[src/design/uthp_pkg.sv]
// Package: register map, field layout and constants of the transmit path
package uthp_pkg;
  // Register byte offsets on APB
  localparam logic [7:0] TX_DATA_OFF = 8'h00;
  localparam logic [7:0] SCRATCH_OFF = 8'h04;
  localparam logic [7:0] DIV_LO_OFF = 8'h08;
  localparam logic [7:0] DIV_HI_OFF = 8'h0C;
  localparam logic [7:0] LINE_CTRL_OFF = 8'h10;
  localparam logic [7:0] QUEUE_CTRL_OFF = 8'h14;
  localparam logic [7:0] IRQ_STAT_OFF = 8'h18;
  localparam logic [7:0] IRQ_MASK_OFF = 8'h1C;
  localparam logic [7:0] TX_STATUS_OFF = 8'h20;
  // Line control fields
  localparam int LC_WLEN_LSB = 0;
  localparam int LC_STOP_BIT = 2;
  localparam int LC_PAR_EN_BIT = 3;
  localparam int LC_PAR_EVEN_BIT = 4;
  // Queue control fields
  localparam int QC_QMODE_BIT = 0;
  localparam int QC_EMPTY_IE_BIT = 1;
  localparam int QC_LEVEL_LSB = 4;
  // Interrupt status bits
  localparam int IS_HOLD_EMPTY = 0;
  localparam int IS_QUEUE_LOW = 1;
  localparam int IS_SHIFT_DONE = 2;
  localparam int IRQ_BITS = 3;
  // Reset values
  localparam logic [7:0] SCRATCH_RST = 8'h00;
  localparam logic [15:0] DIV_RST = 16'h0001;
  localparam logic [7:0] LINE_CTRL_RST = 8'h03;
  localparam logic [7:0] QUEUE_CTRL_RST = 8'h00;
  // Baud oversampling: ticks per serial bit
  localparam logic [3:0] TICKS_PER_BIT_M1 = 4'hF;
  localparam logic [3:0] TICKS_HALF_M1 = 4'h7;
  // Index of the last data bit for a 5-bit word
  localparam logic [3:0] DATA_LAST_BASE = 4'h4;
endpackage : uthp_pkg

[src/design/uthp_fifo.sv]
// Holding queue: flip-flop FIFO with valid/ready on both sides
`timescale 1ns/1ps
`default_nettype none
module uthp_fifo #(
  parameter int WIDTH = 8,
  parameter int DEPTH = 16,
  parameter int AW = $clog2(DEPTH)
) (
  input wire logic mclk_i,
  input wire logic rst_n_i,
  input wire logic wr_valid_i,
  output logic wr_ready_o,
  input wire logic [WIDTH-1:0] wr_data_i,
  output logic rd_valid_o,
  input wire logic rd_ready_i,
  output logic [WIDTH-1:0] rd_data_o,
  output logic [AW:0] count_o
);
  logic [WIDTH-1:0] mem [DEPTH];
  logic [AW-1:0] wptr;
  logic [AW-1:0] rptr;
  logic [AW:0] count;
  wire push = wr_valid_i && wr_ready_o;
  wire pop = rd_valid_o && rd_ready_i;

  // Honest full and empty from the count
  assign wr_ready_o = (count != (AW+1)'(DEPTH));
  assign rd_valid_o = (count != '0);
  assign rd_data_o = mem[rptr];
  assign count_o = count;

  // Storage write
  always_ff @(posedge mclk_i) begin
    if (push) begin
      mem[wptr] <= wr_data_i;
    end
  end

  // Pointers and count
  always_ff @(posedge mclk_i or negedge rst_n_i) begin
    if (!rst_n_i) begin
      wptr <= '0;
      rptr <= '0;
      count <= '0;
    end else begin
      if (push) begin
        wptr <= (wptr == AW'(DEPTH - 1)) ? '0 : wptr + 1'b1;
      end
      if (pop) begin
        rptr <= (rptr == AW'(DEPTH - 1)) ? '0 : rptr + 1'b1;
      end
      count <= count + (AW+1)'(push) - (AW+1)'(pop);
    end
  end
endmodule : uthp_fifo
`default_nettype wire

[src/design/uthp_tx.sv]
// Transmit holding path: APB registers, holding queue, baud and shifter
`timescale 1ns/1ps
`default_nettype none
// Functional notes
// - An 8-bit scratch register reads back what software wrote.
// - Scratch accesses touch nothing else in the channel.
// - Holding stage is a 16-entry byte FIFO fed by host writes.
// - Bit timing comes from the clock divided by the programmed divisor.
// - Word length, parity and stop bits follow line control.
// - Oldest byte moves to the shifter only when the shifter is idle.
// - Shifter sends start, data, parity and stop bits on the line.
// - Simple mode: interrupt while holding stage empty; the empty enable bit is ignored.
// - Simple mode: writing a character clears the pending empty interrupt.
// - Queued mode: empty and level interrupts follow the queue control register.
// - Baud tick runs at 16x bit rate; a bit lasts 16 ticks.
// - Divisor is 16 bits in two byte latches loaded by software.
module uthp_tx
  import uthp_pkg::*;
#(
  parameter int DEPTH = 16
) (
  input wire logic mclk_i,
  input wire logic reset_n_i,
  input wire logic psel_i,
  input wire logic penable_i,
  input wire logic pwrite_i,
  input wire logic [7:0] paddr_i,
  input wire logic [31:0] pwdata_i,
  output logic [31:0] prdata_o,
  output logic pready_o,
  output logic pslverr_o,
  output logic tx_o,
  output logic irq_o
);
  typedef enum {UTHP_IDLE, UTHP_START, UTHP_DATA, UTHP_PAR, UTHP_STOP}
    uthp_state_t;
  localparam int AW = $clog2(DEPTH);

  // ----------------------------------------------------------------------
  // Reset release
  // ----------------------------------------------------------------------
  logic rst_meta;
  logic rst_n;
  // Asserts at once, releases two edges after the pin rises
  always_ff @(posedge mclk_i or negedge reset_n_i) begin
    if (!reset_n_i) begin
      rst_meta <= 1'b0;
      rst_n <= 1'b0;
    end else begin
      rst_meta <= 1'b1;
      rst_n <= rst_meta;
    end
  end

  // ----------------------------------------------------------------------
  // APB decode
  // ----------------------------------------------------------------------
  logic [7:0] scratchpad_byte;
  logic [15:0] divisor;
  logic [7:0] line_ctrl;
  logic [7:0] queue_ctrl;
  logic [IRQ_BITS-1:0] irq_stat;
  logic [IRQ_BITS-1:0] irq_mask;
  logic [AW:0] q_count;
  logic q_ready;
  logic q_valid;
  logic [7:0] q_data;
  uthp_state_t state;

  // Address match helper, used for every register
  function automatic logic hit(input logic [7:0] a, input logic [7:0] off);
    hit = (a == off);
  endfunction : hit

  // Access phase strobes; slave answers in the cycle after the first access cycle
  wire acc = psel_i && penable_i && !pready_o;
  wire wr = acc && pwrite_i;
  wire rd = acc && !pwrite_i;
  wire known = hit(paddr_i, TX_DATA_OFF) || hit(paddr_i, SCRATCH_OFF)
    || hit(paddr_i, DIV_LO_OFF) || hit(paddr_i, DIV_HI_OFF)
    || hit(paddr_i, LINE_CTRL_OFF) || hit(paddr_i, QUEUE_CTRL_OFF)
    || hit(paddr_i, IRQ_STAT_OFF) || hit(paddr_i, IRQ_MASK_OFF)
    || hit(paddr_i, TX_STATUS_OFF);
  wire wr_data = wr && hit(paddr_i, TX_DATA_OFF);
  wire push = wr_data && q_ready; // full queue drops the byte, flags error
  wire shift_idle = (state == UTHP_IDLE);
  wire hold_empty = !q_valid;
  wire qmode = queue_ctrl[QC_QMODE_BIT];
  wire [AW:0] q_level = (AW+1)'(queue_ctrl[7:QC_LEVEL_LSB]);
  // Status: count in 4:0, hold empty in 8, shifter idle in 9
  wire [31:0] status_word = {22'h00_0000, shift_idle, hold_empty,
    3'h0, 5'(q_count)};

  // Read data mux
  logic [31:0] next_prdata;
  always_comb begin
    next_prdata = 32'h0000_0000;
    if (hit(paddr_i, SCRATCH_OFF)) begin
      next_prdata = {24'h00_0000, scratchpad_byte};
    end
    if (hit(paddr_i, DIV_LO_OFF)) next_prdata = {24'h00_0000, divisor[7:0]};
    if (hit(paddr_i, DIV_HI_OFF)) next_prdata = {24'h00_0000, divisor[15:8]};
    if (hit(paddr_i, LINE_CTRL_OFF)) next_prdata = {24'h00_0000, line_ctrl};
    if (hit(paddr_i, QUEUE_CTRL_OFF)) next_prdata = {24'h00_0000, queue_ctrl};
    if (hit(paddr_i, IRQ_STAT_OFF)) next_prdata = {29'h0000_0000, irq_stat};
    if (hit(paddr_i, IRQ_MASK_OFF)) next_prdata = {29'h0000_0000, irq_mask};
    if (hit(paddr_i, TX_STATUS_OFF)) next_prdata = status_word;
  end

  // Bus answer registers
  always_ff @(posedge mclk_i or negedge rst_n) begin
    if (!rst_n) begin
      pready_o <= 1'b0;
      pslverr_o <= 1'b0;
      prdata_o <= 32'h0000_0000;
    end else begin
      pready_o <= acc;
      pslverr_o <= acc && (!known || (wr_data && !q_ready));
      prdata_o <= rd ? next_prdata : 32'h0000_0000;
    end
  end

  // ----------------------------------------------------------------------
  // Configuration registers
  // ----------------------------------------------------------------------
  logic div_load;
  always_ff @(posedge mclk_i or negedge rst_n) begin
    if (!rst_n) begin
      scratchpad_byte <= SCRATCH_RST;
      divisor <= DIV_RST;
      line_ctrl <= LINE_CTRL_RST;
      queue_ctrl <= QUEUE_CTRL_RST;
      irq_mask <= '0;
      div_load <= 1'b0;
    end else begin
      // Divisor write restarts the baud count one cycle later
      div_load <= wr && (hit(paddr_i, DIV_LO_OFF) || hit(paddr_i, DIV_HI_OFF));
      if (wr && hit(paddr_i, SCRATCH_OFF)) begin
        scratchpad_byte <= pwdata_i[7:0];
      end
      if (wr && hit(paddr_i, DIV_LO_OFF)) begin
        divisor[7:0] <= pwdata_i[7:0];
      end
      if (wr && hit(paddr_i, DIV_HI_OFF)) begin
        divisor[15:8] <= pwdata_i[7:0];
      end
      if (wr && hit(paddr_i, LINE_CTRL_OFF)) line_ctrl <= pwdata_i[7:0];
      if (wr && hit(paddr_i, QUEUE_CTRL_OFF)) queue_ctrl <= pwdata_i[7:0];
      if (wr && hit(paddr_i, IRQ_MASK_OFF)) irq_mask <= pwdata_i[IRQ_BITS-1:0];
    end
  end

  // ----------------------------------------------------------------------
  // Holding queue
  // ----------------------------------------------------------------------
  // Full queue refuses the byte; the bus answers with pslverr
  wire load = shift_idle && q_valid;
  uthp_fifo #(.WIDTH(8), .DEPTH(DEPTH)) u_hold (
    .mclk_i(mclk_i),
    .rst_n_i(rst_n),
    .wr_valid_i(wr_data),
    .wr_ready_o(q_ready),
    .wr_data_i(pwdata_i[7:0]),
    .rd_valid_o(q_valid),
    .rd_ready_i(load),
    .rd_data_o(q_data),
    .count_o(q_count)
  );

  // ----------------------------------------------------------------------
  // Baud generator: one tick per divisor clocks
  // ----------------------------------------------------------------------
  logic [15:0] baud_cnt;
  wire [15:0] div_eff = (divisor == 16'h0000) ? 16'h0001 : divisor;
  wire tick = (baud_cnt == 16'h0001);
  // A fresh divisor takes hold the cycle after its write, not after the old count
  always_ff @(posedge mclk_i or negedge rst_n) begin
    if (!rst_n) begin
      baud_cnt <= DIV_RST;
    end else if (div_load || tick) begin
      baud_cnt <= div_eff;
    end else begin
      baud_cnt <= baud_cnt - 16'h0001;
    end
  end

  // ----------------------------------------------------------------------
  // Shift stage
  // ----------------------------------------------------------------------
  logic [7:0] shreg;
  logic [3:0] tick_cnt;
  logic [3:0] bit_idx;
  logic parity;
  logic tx_line;
  wire [3:0] last_data = DATA_LAST_BASE + 4'(line_ctrl[LC_WLEN_LSB +: 2]);
  wire two_stop = line_ctrl[LC_STOP_BIT];
  wire short_word = (line_ctrl[LC_WLEN_LSB +: 2] == 2'b00);
  // 1.5 stop bits for 5-bit words, 2 otherwise, when stop select is set
  wire [3:0] stop_last = two_stop ? 4'h1 : 4'h0;
  wire bit_end = tick && (tick_cnt == TICKS_PER_BIT_M1);
  wire half_end = tick && (tick_cnt == TICKS_HALF_M1);
  wire stop_done = (bit_idx == stop_last) &&
    (two_stop && short_word && bit_idx == 4'h1 ? half_end : bit_end);
  wire shift_done = (state == UTHP_STOP) && stop_done;

  // Start bit may run short by up to one divisor period
  // Frame sequencer
  always_ff @(posedge mclk_i or negedge rst_n) begin
    if (!rst_n) begin
      state <= UTHP_IDLE;
      shreg <= 8'h00;
      tick_cnt <= 4'h0;
      bit_idx <= 4'h0;
      parity <= 1'b0;
      tx_line <= 1'b1;
    end else begin
      unique case (state)
        UTHP_IDLE: begin
          tx_line <= 1'b1;
          tick_cnt <= 4'h0;
          if (load) begin
            shreg <= q_data;
            parity <= !line_ctrl[LC_PAR_EVEN_BIT];
            state <= UTHP_START;
            tx_line <= 1'b0;
          end
        end
        UTHP_START: begin
          if (tick) tick_cnt <= tick_cnt + 4'h1;
          if (bit_end) begin
            state <= UTHP_DATA;
            bit_idx <= 4'h0;
            tx_line <= shreg[0];
            parity <= parity ^ shreg[0];
            shreg <= {1'b0, shreg[7:1]};
          end
        end
        UTHP_DATA: begin
          if (tick) tick_cnt <= tick_cnt + 4'h1;
          if (bit_end) begin
            if (bit_idx == last_data) begin
              bit_idx <= 4'h0;
              state <= line_ctrl[LC_PAR_EN_BIT] ? UTHP_PAR : UTHP_STOP;
              tx_line <= line_ctrl[LC_PAR_EN_BIT] ? parity : 1'b1;
            end else begin
              bit_idx <= bit_idx + 4'h1;
              tx_line <= shreg[0];
              parity <= parity ^ shreg[0];
              shreg <= {1'b0, shreg[7:1]};
            end
          end
        end
        UTHP_PAR: begin
          if (tick) tick_cnt <= tick_cnt + 4'h1;
          if (bit_end) begin
            state <= UTHP_STOP;
            tx_line <= 1'b1;
          end
        end
        UTHP_STOP: begin
          if (tick) tick_cnt <= tick_cnt + 4'h1;
          if (shift_done) begin
            state <= UTHP_IDLE;
            tick_cnt <= 4'h0;
          end else if (bit_end) begin
            bit_idx <= bit_idx + 4'h1;
          end
        end
      endcase
    end
  end

  // ----------------------------------------------------------------------
  // Interrupts: sticky status, write one to clear, set wins
  // ----------------------------------------------------------------------
  // Empty after this edge: a landing push must not re-set it
  wire empty_ev = hold_empty && !push;
  wire ev_hold = qmode ? (empty_ev && queue_ctrl[QC_EMPTY_IE_BIT])
                       : empty_ev;
  wire ev_low = qmode && (q_count <= q_level) && !hold_empty;
  logic [IRQ_BITS-1:0] events;
  assign events = {shift_done, ev_low, ev_hold};
  wire [IRQ_BITS-1:0] w1c = (wr && hit(paddr_i, IRQ_STAT_OFF))
    ? pwdata_i[IRQ_BITS-1:0] : '0;
  // A character write retires a pending empty in simple mode
  wire [IRQ_BITS-1:0] push_clr = (push && !qmode)
    ? IRQ_BITS'(1 << IS_HOLD_EMPTY) : '0;
  always_ff @(posedge mclk_i or negedge rst_n) begin
    if (!rst_n) begin
      irq_stat <= '0;
      irq_o <= 1'b0;
    end else begin
      irq_stat <= (irq_stat & ~(w1c | push_clr)) | events;
      irq_o <= |(irq_stat & irq_mask);
    end
  end

  assign tx_o = tx_line;
endmodule : uthp_tx
`default_nettype wire

[config.mk]
export PLATFORM = sky130hd
export DESIGN_NAME = uthp_tx
export DESIGN_NICKNAME = d
export VERILOG_FILES = /design/src/design/uthp_pkg.sv /design/src/design/uthp_fifo.sv /design/src/design/uthp_tx.sv
export SDC_FILE = /design/constraint.sdc
export NUM_CORES = 1
export LEC_CHECK = 0
export BUFFER_PORTS_ARGS = -buffer_cell sky130_fd_sc_hd__clkbuf_2
export CORE_AREA = 3 3 140 142
export CTS_CLUSTER_SIZE = 14
export DETAILED_ROUTE_END_ITERATION = 7
export DIE_AREA = 0 0 143 145
export PLACE_DENSITY = 0.78
export SETUP_SLACK_MARGIN = 0.3
export SYNTH_ARGS = -nofsm -noshare
export SYNTH_HDL_FRONTEND = slang
export SYNTH_SLANG_ARGS = --single-unit
export TNS_END_PERCENT = 30
[constraint.sdc]
create_clock -name mclk_i -period 9.7 [get_ports mclk_i]
set_input_delay 1.455 -clock mclk_i [delete_from_list [all_inputs] [get_ports mclk_i]]
set_output_delay 1.455 -clock mclk_i [all_outputs]
set_load 0.02 [all_outputs]
==> flow_summary.json <==
{
  "maxCapViolCount": 0,
  "leakagePower_uw": 0.00461,
  "gp_routability_congestion": 0.974,
  "wl_per_cell_um": 22.2,
  "p_per_area_nw_per_um2": 185,
  "cts_resized": 0,
  "worst_skew_pair.late_latency_ps": 520,
  "drt_iter0_drc": 558,
  "fin_crit_sh_pct": 38.5,
  "holdBufCountCts": 0,
  "r2r-start": "u_hold.count_o[2]",
  "clkTransAtPathRegs_ps": 60,
  "final_nets": 906,
  "period_needed_ps": 3730,
  "drtPass1Iterations": 4,
  "dieArea_um2": 20700,
  "syn_avg_cell_area_um2": 13.6,
  "antenna_found_initial": 0,
  "peakVddDrop_mv": 0.151,
  "drive_gt1_share_pct": 20.4,
  "die_w_um": 143,
  "skew_ps": 9.86,
  "crit_path_end_kind": "flip-flop",
  "clock_sinks": 240,
  "path_class": "in2reg",
  "root_buffer": "clkbuf_16",
  "cp.required_ps": 9870,
  "cp_max_fo": 8,
  "outcome": "finished, final reports clean",
  "synth-edff-count": 128,
  "yosys_warnings": 0,
  "grt_use_total_pct": 24.0,
  "arrival_ps": 3900,
  "clockBufferDepth": 3,
  "syn_to_final_growth_pct": 10.0,
  "async_flop_share_pct": 46.7,
  "relSlewSlack_pct": 17.9,
  "startpoint_type": "primary input",
  "cts_buffers": 24,
  "diodes": 0,
  "grt_pass1_wl_mm": 39.4,
  "finalHoldViolations": 0,
  "synth_cell_types": 78,
  "ioPinCount": 81,
  "drc_errors": 0,
  "viasPerCell": 6.29,
  "final_common_cell": "edfxtp_1",
  "r2r-end": "u_hold.count_o[4]",
  "grt_max_degree": 65,
  "cts_tree": "built",
  "tns_ps": 0,
  "nFillCells": 1291,
  "post-cts-setup-buffers": 0,
  "coreArea_um2": 18600,
  "finalPower_uw": 2230,
  "ant_nets": 0,
  "combPwrFrac_pct": 7.0,
  "die_h_um": 145,
  "initial_core_util_pct": 59.0,
  "timing.fmax_mhz": 268,
  "clock_power_share_pct": 42.0,
  "rrSetupSlack_ps": 6290,
  "synth_seq_cells": 240,
  "ys_seq_area_share_pct": 60.7,
  "wl_mm": 24.3,
  "rows": 50,
  "hold_path.class": "reg2async",
  "ys.flop_type": "edfxtp_1",
  "swShare_pct": 22.9,
  "tightest_slew_ps": 1220,
  "vias": 6864,
  "final_cell_mix": "edfxtp_1, dfrtp_1, nand2_1, mux2_2, nor2_1",
  "htree_levels": 1,
  "sequentialPowerShare_pct": 51.0,
  "port_buffers": 34,
  "p_switching_uw": 511,
  "postSynthCellCount": 807,
  "rsz0062_at_grt": "no",
  "slew_viol_final": 0,
  "hpwl_mm": 15.7,
  "ff2ff_path_depth": 13,
  "netlist_area_um2": 11000,
  "finalSetupViolCount": 0,
  "first_global_vias": 7091,
  "gr-total-overflow": 0,
  "internal_power_uw": 1720
}
## worst max-delay path, stage by stage
cell and delay, ps:
clkbuf_2 140, or4_1 620, nor4_2 420, o21ai_1 350, nor3b_1 430, and2_1 470
## per-stage QoR
step           utilization (%)  instance area, µm²  hold WS [ps]  instances  setup slack, ps
3_5_place_dp              60.6               11300           338       1048             5480
5_1_grt                   64.9               12100           372       1092             5830
2_1_floorplan                -               11000           331        828             6190
6_report                  64.9               12100           345       1092             5970
3_3_place_gp              60.6               11300           343       1048             5550
4_1_cts                   64.9               12100           360       1092             6020
## power by group through the flow
stage	Combinational (µW)	Sequential, µW	Clock, µW
final	155	1140	939
after global routing	172	1140	997
after floorplan	112	1150	0
after global placement	144	1150	0
after detailed placement	153	1160	0
after CTS	154	1140	952
## how the worst max path moves through the flow
stage | depth (start not counted) | end | slack, ps | startpoint
CTS | 6 | u_hold.mem[8][2] | 6020 | paddr_i[4]
detailed placement | 6 | u_hold.mem[8][3] | 5480 | paddr_i[4]
floorplan | 5 | u_hold.mem[11][0] | 6190 | paddr_i[4]
global route | 6 | u_hold.mem[8][0] | 5830 | paddr_i[4]
global placement | 6 | u_hold.mem[8][3] | 5550 | paddr_i[4]
finish | 6 | u_hold.mem[9][0] | 5970 | paddr_i[4]
## cell usage after synthesis, drive strengths merged (9+ instances only)
cell type    n  area [µm²]
nor3        24         125
and2        13        81.3
o22ai       10        62.6
inv         31         116
clkbuf      23        86.3
xor2        12         105
a211oi       9        67.6
ha          20         250
nor4        10        81.3
a21oi       32         164
buf         31         218
xnor2       16         140
nor2b        9        56.3
o21ai       41         205
mux4        31         698
nor2        38         145
edfxtp     128        3840
dfrtp      107        2680
mux2        45         514
nand3        9        45.0
nand2       48         180
mux2i       19         190
## registers in the layout, summed over array words and instances (netlist names), 3 cells and up
| signal | count |
|---|---|
| shreg | 8 |
| irq_stat | 3 |
| tick_cnt | 4 |
| irq_mask | 3 |
| state | 3 |
| u_hold.rptr | 4 |
| divisor | 16 |
| u_hold.count_o | 5 |
| prdata_o | 10 |
| line_ctrl | 8 |
| u_hold.wptr | 4 |
| u_hold.mem | 128 |
| queue_ctrl | 8 |
| bit_idx | 4 |
| baud_cnt | 16 |
| scratchpad_byte | 8 |
## final cells by class
type	count	area, µm²	share of cell area [%]
inverters	31	116	0.964
multi-input cells	503	3970	32.9
clock buffers	35	703	5.83
repair buffers	40	215	1.78
clock inverters	9	110	0.912
flip-flops and latches	240	6660	55.2
well taps	234	293	2.43
## layer usage
| layer | vias up | wire length (µm) | GRT usage [%] |
|---|---|---|---|
| met3 | 63 | 1670 | 4.68 |
| li1 | 3040 | - | - |
| met4 | 0 | 770 | 7.89 |
| met1 | 3475 | 9760 | 32.6 |
| met5 | - | 0 | 0 |
| met2 | 286 | 12100 | 39.3 |
## kinds of logic after synthesis
group,after synthesis,share of synthesized area (%)
adders and majority gates,21,2.46
DFF,240,60.7
muxes,95,12.8
AOI/OAI and AO/OA,138,8.17
and+or+nand+nor,198,9.77
buffers and inverters,85,3.83
other,2,0.0685
xor gates and xnor gates,28,2.24
Note: power is estimated with default switching activity, not from simulation.
